File: config.mk
export PLATFORM = sky130hd
export DESIGN_NAME = jid_tap
export DESIGN_NICKNAME = d
export VERILOG_FILES = /design/src/include/jid_pkg.sv /design/src/design/jid_tap.sv
export SDC_FILE = /design/constraint.sdc
export NUM_CORES = 2
export LEC_CHECK = 0
export ABC_CLOCK_PERIOD_IN_PS = 5720
export BUFFER_PORTS_ARGS = -buffer_cell sky130_fd_sc_hd__buf_2
export CELL_PAD_IN_SITES_DETAIL_PLACEMENT = 0
export CELL_PAD_IN_SITES_GLOBAL_PLACEMENT = 2
export CORE_MARGIN = 2
export CORE_UTILIZATION = 36
export DETAILED_ROUTE_END_ITERATION = 8
export GPL_TIMING_DRIVEN = 0
export PLACE_DENSITY_LB_ADDON = 0.1
export SYNTH_ARGS = -nofsm -noshare
export SYNTH_HDL_FRONTEND = slang
export SYNTH_SLANG_ARGS = --single-unit
File: constraint.sdc
create_clock -name CLK -period 5.72 [get_ports CLK]
set_input_delay 1.144 -clock CLK [delete_from_list [all_inputs] [get_ports CLK]]
set_output_delay 1.144 -clock CLK [all_outputs]
set_load 0.01 [all_outputs]
File: src/include/jid_pkg.sv
package jid_pkg;
   localparam int IR_LEN = 10;
   localparam int UC_LEN = 32;
   localparam int BSR_LEN_DEF = 240;
   localparam logic [IR_LEN-1:0] INS_SAMPLE = 10'h005;
   localparam logic [IR_LEN-1:0] INS_EXTEST = 10'h00F;
   localparam logic [IR_LEN-1:0] INS_BYPASS = 10'h3FF;
   localparam logic [IR_LEN-1:0] INS_USERCODE = 10'h007;
   // Fixed pattern loaded in Capture-IR, low bits 01
   localparam logic [IR_LEN-1:0] IR_CAPTURE = 10'h001;
   // Value held when the design gives no user code
   localparam logic [UC_LEN-1:0] UC_DEFAULT = 32'hFFFFFFFF;

   typedef enum logic [3:0] {
      TLR, RTI, SEL_DR, CAP_DR, SH_DR, EX1_DR, PA_DR, EX2_DR, UPD_DR,
      SEL_IR, CAP_IR, SH_IR, EX1_IR, PA_IR, EX2_IR, UPD_IR
   } jid_tap_e;
endpackage

File: src/design/jid_tap.sv
`timescale 1ns/1ns
// Overview of operation
// RULE_01: SAMPLE/PRELOAD captures pin levels into boundary cells.
// RULE_02: SAMPLE/PRELOAD takes a shifted pattern for later output use.
// RULE_03: EXTEST drives boundary data on outputs, captures input levels.
// RULE_04: All-ones BYPASS puts one-bit register between TDI and TDO.
// RULE_05: USERCODE puts the 32-bit user code register between TDI and TDO.
// RULE_06: Without a given user code, every user code bit reads one.
// RULE_07: Tester waits for supplies and configuration time before scanning.
// RULE_08: Test access logic runs once core supply is up, regardless of banks.
// RULE_09: Tester holds test clock low during power-up.
// RULE_10: Instruction register is ten bits; tester shifts ten per scan.
// RULE_11: Tester never loads unsupported instruction codes.
// RULE_12: TAP sequencing follows the boundary-scan standard, TMS on TCK rise.
// RULE_13: Test-Logic-Reset selects bypass so normal pin operation continues.
module jid_tap
   import jid_pkg::*;
#(
   parameter int BSR_LEN = BSR_LEN_DEF,
   parameter logic [UC_LEN-1:0] USERCODE = UC_DEFAULT // [RULE_06]
) (
   input wire logic CLK,
   input wire logic RESET,
   input wire logic CORE_SUPPLY_OK,
   input wire logic TCK,
   input wire logic TMS,
   input wire logic TDI,
   output logic TDO,
   output logic TDO_OE,
   input wire logic [BSR_LEN-1:0] PIN_IN,
   input wire logic [BSR_LEN-1:0] CORE_OUT,
   output logic [BSR_LEN-1:0] PIN_OUT
);

   generate
      if (BSR_LEN < 2) begin : g_chk
         $error("BSR_LEN must be at least 2");
      end
   endgenerate

   // Two-stage synchronisers; tck gets a third stage for edge finding
   logic tck_m_q, tck_s_q, tck_p_q;
   logic tms_m_q, tms_s_q, tdi_m_q, tdi_s_q, core_m_q, core_s_q;
   logic [BSR_LEN-1:0] pin_m_q, pin_s_q;

   always_ff @(posedge CLK) begin
      if (RESET) begin
         tck_m_q <= 1'b0;
         tck_s_q <= 1'b0;
         tck_p_q <= 1'b0;
         tms_m_q <= 1'b1;
         tms_s_q <= 1'b1;
         tdi_m_q <= 1'b0;
         tdi_s_q <= 1'b0;
         core_m_q <= 1'b0;
         core_s_q <= 1'b0;
         pin_m_q <= '0;
         pin_s_q <= '0;
      end else begin
         tck_m_q <= TCK;
         tck_s_q <= tck_m_q;
         tck_p_q <= tck_s_q;
         tms_m_q <= TMS;
         tms_s_q <= tms_m_q;
         tdi_m_q <= TDI;
         tdi_s_q <= tdi_m_q;
         core_m_q <= CORE_SUPPLY_OK;
         core_s_q <= core_m_q;
         pin_m_q <= PIN_IN;
         pin_s_q <= pin_m_q;
      end
   end

   logic rise, fall;
   assign rise = tck_s_q & ~tck_p_q;
   assign fall = ~tck_s_q & tck_p_q;

   jid_tap_e state_q, state_d;
   logic [IR_LEN-1:0] ir_q, ir_d, instr_q, instr_d;
   logic [UC_LEN-1:0] user_q, user_d;
   logic [BSR_LEN-1:0] bsr_q, bsr_d, upd_q, upd_d, pin_out_d;
   logic bypass_q, bypass_d, tdo_d, tdo_oe_d;
   logic is_bsr, is_user;

   function automatic jid_tap_e tap_next(jid_tap_e s, logic tms);
      case (s)
         TLR: tap_next = tms ? TLR : RTI;
         RTI: tap_next = tms ? SEL_DR : RTI;
         SEL_DR: tap_next = tms ? SEL_IR : CAP_DR;
         CAP_DR: tap_next = tms ? EX1_DR : SH_DR;
         SH_DR: tap_next = tms ? EX1_DR : SH_DR;
         EX1_DR: tap_next = tms ? UPD_DR : PA_DR;
         PA_DR: tap_next = tms ? EX2_DR : PA_DR;
         EX2_DR: tap_next = tms ? UPD_DR : SH_DR;
         UPD_DR: tap_next = tms ? SEL_DR : RTI;
         SEL_IR: tap_next = tms ? TLR : CAP_IR;
         CAP_IR: tap_next = tms ? EX1_IR : SH_IR;
         SH_IR: tap_next = tms ? EX1_IR : SH_IR;
         EX1_IR: tap_next = tms ? UPD_IR : PA_IR;
         PA_IR: tap_next = tms ? EX2_IR : PA_IR;
         EX2_IR: tap_next = tms ? UPD_IR : SH_IR;
         UPD_IR: tap_next = tms ? SEL_DR : RTI;
         default: tap_next = TLR;
      endcase
   endfunction

   // Unknown codes fall through to bypass, the safest routing
   assign is_bsr = (instr_q == INS_SAMPLE) || (instr_q == INS_EXTEST);
   assign is_user = (instr_q == INS_USERCODE);

   always_comb begin
      state_d = state_q;
      ir_d = ir_q;
      instr_d = instr_q;
      user_d = user_q;
      bsr_d = bsr_q;
      upd_d = upd_q;
      bypass_d = bypass_q;
      tdo_d = TDO;
      tdo_oe_d = TDO_OE;
      if (!core_s_q) begin
         // Held only by core supply; bank supplies play no part [RULE_08]
         state_d = TLR;
         instr_d = INS_BYPASS; // [RULE_13]
      end else if (rise) begin
         state_d = tap_next(state_q, tms_s_q); // [RULE_12]
         case (state_q)
            TLR: begin
               instr_d = INS_BYPASS; // [RULE_13]
            end
            CAP_IR: begin
               ir_d = IR_CAPTURE; // [RULE_10]
            end
            SH_IR: begin
               ir_d = {tdi_s_q, ir_q[IR_LEN-1:1]}; // [RULE_10]
            end
            CAP_DR: begin
               if (is_bsr) begin
                  bsr_d = pin_s_q; // [RULE_01] [RULE_03]
               end else if (is_user) begin
                  user_d = USERCODE; // [RULE_05]
               end else begin
                  bypass_d = 1'b0; // [RULE_04]
               end
            end
            SH_DR: begin
               if (is_bsr) begin
                  bsr_d = {tdi_s_q, bsr_q[BSR_LEN-1:1]}; // [RULE_02]
               end else if (is_user) begin
                  user_d = {tdi_s_q, user_q[UC_LEN-1:1]}; // [RULE_05]
               end else begin
                  bypass_d = tdi_s_q; // [RULE_04]
               end
            end
            default: begin
            end
         endcase
      end else if (fall) begin
         // Output side changes on the falling test clock edge [RULE_12]
         tdo_oe_d = (state_q == SH_IR) || (state_q == SH_DR);
         if (state_q == SH_IR) begin
            tdo_d = ir_q[0];
         end else if (state_q == SH_DR) begin
            tdo_d = is_bsr ? bsr_q[0] : (is_user ? user_q[0] : bypass_q);
         end
         if (state_q == UPD_IR) begin
            instr_d = ir_q; // [RULE_12]
         end
         if (state_q == UPD_DR && is_bsr) begin
            upd_d = bsr_q; // [RULE_02]
         end
      end
   end

   // Core keeps the pins unless EXTEST is current [RULE_03]
   assign pin_out_d = (instr_q == INS_EXTEST) ? upd_q : CORE_OUT;

   always_ff @(posedge CLK) begin
      if (RESET) begin
         state_q <= TLR;
         ir_q <= IR_CAPTURE;
         instr_q <= INS_BYPASS;
         user_q <= UC_DEFAULT;
         bsr_q <= '0;
         upd_q <= '0;
         bypass_q <= 1'b0;
         TDO <= 1'b0;
         TDO_OE <= 1'b0;
         PIN_OUT <= '0;
      end else begin
         state_q <= state_d;
         ir_q <= ir_d;
         instr_q <= instr_d;
         user_q <= user_d;
         bsr_q <= bsr_d;
         upd_q <= upd_d;
         bypass_q <= bypass_d;
         TDO <= tdo_d;
         TDO_OE <= tdo_oe_d;
         PIN_OUT <= pin_out_d;
      end
   end
endmodule // jid_tap

# Word-level counts from Yosys, hierarchy flattened
# Index checks and enable logic that the tools add are counted.
[totals]
ff_bits = 1268
inputBits = 486
out_inout_bits = 242
elab_cells = 111
[op_classes]
eq_ne = 27
mux = 36
bitwise_logic = 6
reduce_logical = 21
[op_table]
columns = ["cell", "n"]
rows = [
  ["two-way mux 240 bit", 3],
  ["one-hot mux 240 bit (2 select lines)", 1],
  ["two-way mux 32 bit", 4],
  ["one-hot mux 32 bit (2 select lines)", 1],
  ["one-hot mux 4 bit (12 select lines)", 1],
  ["two-way mux 10 bit", 4],
  ["equality test 4 bit (second input constant)", 8],
  ["equality test 10 x 3 -> 1 bit (second input constant)", 2],
  ["one-hot mux 10 bit (2 select lines)", 1],
  ["equality test 4 x 3 -> 1 bit (second input constant)", 4],
  ["two-way mux 4 bit", 4],
  ["!= test 2 bit (second input constant)", 8],
  ["AND reduction 7 bit", 2],
  ["two-way mux 1 bit", 11],
  ["equality test 10 x 4 -> 1 bit (second input constant)", 1],
  ["nonzero test 2 bit", 5],
  ["AND reduction 3 bit", 3],
  ["equality test 4 x 2 -> 1 bit (second input constant)", 2],
  ["AND reduction 4 bit", 2],
  ["two-way mux 2 bit", 3],
  ["two-way mux 3 bit", 2],
  ["OR reduction 2 bit", 3],
  ["AND reduction 5 bit", 1],
  ["equality test 4 x 1 -> 1 bit (second input constant)", 1],
  ["8 further kinds", 13],
]

# Depth between registers and ports, before layout
[logic_depth]
ltp_word = 5
depth_mapped = 9
ltp_nobuf = 7

# Worst setup path before layout
# OpenSTA, ideal clock, no wires.
[synth_timing]
path_kind = "input-to-reg"
startpoint = "input port RESET"
endpoint = "register bsr_q[100]"
setup_ns = 0.147
arrival_time_ns = 2.321
path_slack_ns = 3.252
stages = 5
n_path_buf = 4
cell_sequence = "clkbuf_1 clkbuf_1 clkbuf_1 clkbuf_1 a311oi_2"
[synth_rtl]
columns = ["element", "line", "text"]
rows = [
  ["start: declaration", "jid_tap.sv:23", "input wire logic RESET,"],
  ["end signal: assignment", "jid_tap.sv:195", "bsr_q <= bsr_d;"],
  ["end: declaration", "jid_tap.sv:81", "logic [BSR_LEN-1:0] bsr_q, bsr_d, upd_q, upd_d, pin_out_d;"],
]
# No word-level cell between the ends.

# Worst setup path in the final report
[layout_timing]
startpoint = "register instr_q[5]"
endpoint = "register PIN_OUT[62]"
[layout_via]
elab_chain_len = 2
[layout_rtl]
columns = ["element", "line", "text"]
rows = [
  ["start: declaration", "jid_tap.sv:79", "logic [IR_LEN-1:0] ir_q, ir_d, instr_q, instr_d;"],
  ["start signal: assignment", "jid_tap.sv:193", "instr_q <= instr_d;"],
  ["equality test 10 x 4 -> 1 bit", "jid_tap.sv:176", "assign pin_out_d = (instr_q == INS_EXTEST) ? upd_q : CORE_OUT;"],
  ["two-way mux 240 bit", "jid_tap.sv:176", ""],
  ["end signal: assignment", "jid_tap.sv:200", "PIN_OUT <= pin_out_d;"],
  ["end: declaration", "jid_tap.sv:32", "output logic [BSR_LEN-1:0] PIN_OUT"],
]
# No other way between the ends.
# A chain may end at the register's enable or synchronous reset.

==> impl_metrics.tcl <==
set metrics [dict create \
    num_rows 126 \
    portBuffers 726 \
    crit_type "register to register" \
    period_minus_slack_ns 3.685 \
    fin_skew_ns 0.01869 \
    whs_ns 0.4182 \
    synthesis.area_um2 42610 \
    tightestPinTransition_ns 1.323 \
    routed_wirelength_um 130900 \
    synthMostInstantiatedCell "nand2_1" \
    met3_usage 0.03885 \
    met1_usage 0.2711 \
    seq_area_um2 25380 \
    drive_above_1_share 0.1968 \
    cellPowerDensity_nw_per_um2 363.0 \
    syn2layout_area_growth_pct 24.51 \
    nNetsFinal 6125 \
    grt_pass1_vias 33560 \
    cts_tree "yes" \
    clock.fmax_ghz 0.2714 \
    fillers 12120 \
    grt_use_total 0.2108 \
    cts_buffers 143 \
    cts_resized 0 \
    synthCells 4766 \
    synth_top_area_frac 0.5957 \
    synth_edf_count 0 \
    vias 34100 \
    initial_core_util 0.3618 \
    final-setup-viol-count 0 \
    drtIter0Drc 1630 \
    dr.pass1.iters 5 \
    htree_levels 4 \
    crit_path_end_kind "register" \
    grt_max_degree 17 \
    cts_buffer_depth 3 \
    hold_viol 0 \
    synthDistinctLibCells 46 \
    clock_latency_ns 0.73 \
    synth.area.top_cells "dfxtp_1, nand2_1, nor2b_1" \
    avgSynthCellArea_um2 8.941 \
    drc_errors 0 \
    placed_cells 7028 \
    synth_top_area_cell "dfxtp_1" \
    vdd_ir_drop_max_mv 0.2707 \
    finalPower_mw 19.26 \
    grt_pass1_wl_um 197100 \
    fin_tns_setup_ns 0 \
    p_leak_nw 20.63 \
    worstPathMaxFanout 10 \
    antenna_found_initial 49 \
    slew_viol_final 0 \
    synth_ff_type "dfxtp_1" \
    async_flop_share 0 \
    cts_setup_buffers 0 \
    drv_cap 0 \
    postRouteAntennaNets 0 \
    crit_required_ns 6.35 \
    synth_nets 5254 \
    avgRoutedWirePerCell_um 17.95 \
    multi_input_area_um2 15580 \
    fin_cells 7295 \
    cts_root_buffer "clkbuf_16" \
    cp-start-kind "register" \
    met2_usage 0.3602 \
    ys_seq_area_frac 0.5957 \
    io_pins 728 \
    place_congestion 0.8083 \
    status "finished clean" \
    die_height_um 348.0 \
    rsz0062_at_grt "no" \
    place_hpwl_um 97530 \
    synth-seq-cells 1268 \
    maxSlewHeadroom 0.1177 \
    dieArea_um2 121100 \
    fin_crit_sh 0.6442 \
    critPathArrivalTime_ns 4.32 \
    yosysWarnings 0 \
    busiest_layer "met2" \
    cts_sinks 1268 \
    min-delay-path-class "register to register" \
    core_um2 117800 \
    grt_overflow 0 \
    die_w_um 348.0 \
    holdBufCountCts 0 \
    synthTopCellsByCount "nand2_1, dfxtp_1, a21oi_1" \
    via_per_inst 4.674 \
    path_clk_slew_ns 0.06 \
]
==> flip-flops by register name, summed over array words and instances (netlist names), 4 cells and up <==
signal,count
PIN_OUT,240
bsr_q,240
instr_q,10
ir_q,10
pin_m_q,240
pin_s_q,240
state_q,4
upd_q,240
user_q,32
==> cell type report <==
class,instances,share of cell area
clock inverters,39,0.01021
plain buffers,371,0.03059
flip-flops and latches,1268,0.4784
well taps,1536,0.03622
multi-input cells,3121,0.2937
repair buffers,726,0.06848
diodes,16,0.0007546
clock buffers,212,0.08115
inverters,6,0.0004245
==> critical path: stages (launching register included) <==
cell,delay (ns)
dfxtp_1,0.32
nor4_2,0.46
nand2_2,0.20
nor2_1,0.72
clkbuf_1,1.03
clkbuf_1,0.42
nand2_1,0.25
a21oi_1,0.18
==> layer usage <==
metal / vias to the layer above / share of wire
li1: 17310 / -
met1: 15790 / 0.45
met2: 772 / 0.48
met3: 212 / 0.047
met4: 10 / 0.023
met5: - / 0.00041
==> placed cells by master, fill, tap and decap left out, types with 6 or more instances in the layout <==
| cell | instances |
|---|---|
| clkbuf_8 | 34 |
| nor2_1 | 278 |
| inv_1 | 6 |
| a311oi_2 | 65 |
| o21bai_1 | 34 |
| buf_4 | 34 |
| a21oi_1 | 498 |
| dfxtp_1 | 1268 |
| buf_2 | 794 |
| nor3_1 | 35 |
| nand2_1 | 1468 |
| clkbuf_1 | 290 |
| a311oi_1 | 175 |
| clkinv_2 | 18 |
| bufinv_16 | 12 |
| nand3_1 | 10 |
| nor2b_1 | 493 |
| o21ai_0 | 7 |
| o22ai_1 | 14 |
| clkbuf_16 | 149 |
| diode_2 | 16 |
==> where the power goes <==
| part | internal (mW) | switching [mW] | total [mW] |
|---|---|---|---|
| clock network | 5.73 | 3.63 | 9.36 |
| logic | 0.334 | 0.423 | 0.757 |
| registers | 9.08 | 0.0607 | 9.14 |
==> path summary, 6_finish.rpt <==
check                    from           to  slack [ns]  depth (start not counted)
setup reg to reg   instr_q[5]  PIN_OUT[62]        2.03                          7
hold / removal    pin_m_q[99]  pin_s_q[99]        0.42                          1
setup / recovery   instr_q[5]  PIN_OUT[62]        2.03                          7
hold reg to reg   pin_m_q[99]  pin_s_q[99]        0.42                          1
==> logic make-up (layout without fill, tap and decap cells) <==
| logic type | Yosys count | count (layout) | synth area share |
|---|---|---|---|
| other | 0 | 16 | 0 |
| multiplexers | 1 | 1 | 0.0002349 |
| AO/OA/AOI/OAI | 802 | 802 | 0.1278 |
| adder cells (fa/ha/maj) | 2 | 2 | 0.0005872 |
| flip-flops | 1268 | 1268 | 0.5957 |
| XOR/XNOR | 2 | 2 | 0.0004112 |
| AND/OR/NAND/NOR | 2314 | 2314 | 0.2367 |
| buffers and inverters | 377 | 1354 | 0.03855 |
==> per-stage QoR <==
step,utilization,area [µm²],setup slack (ns)
finish,0.4505,53060,2.035
global placement,0.4090,48170,1.580
detailed placement,0.4090,48170,1.524
CTS,0.4502,53020,1.899
floorplan,-,42610,3.252
global route,0.4504,53040,1.812
No activity file was read; power rests on OpenSTA's default activity.
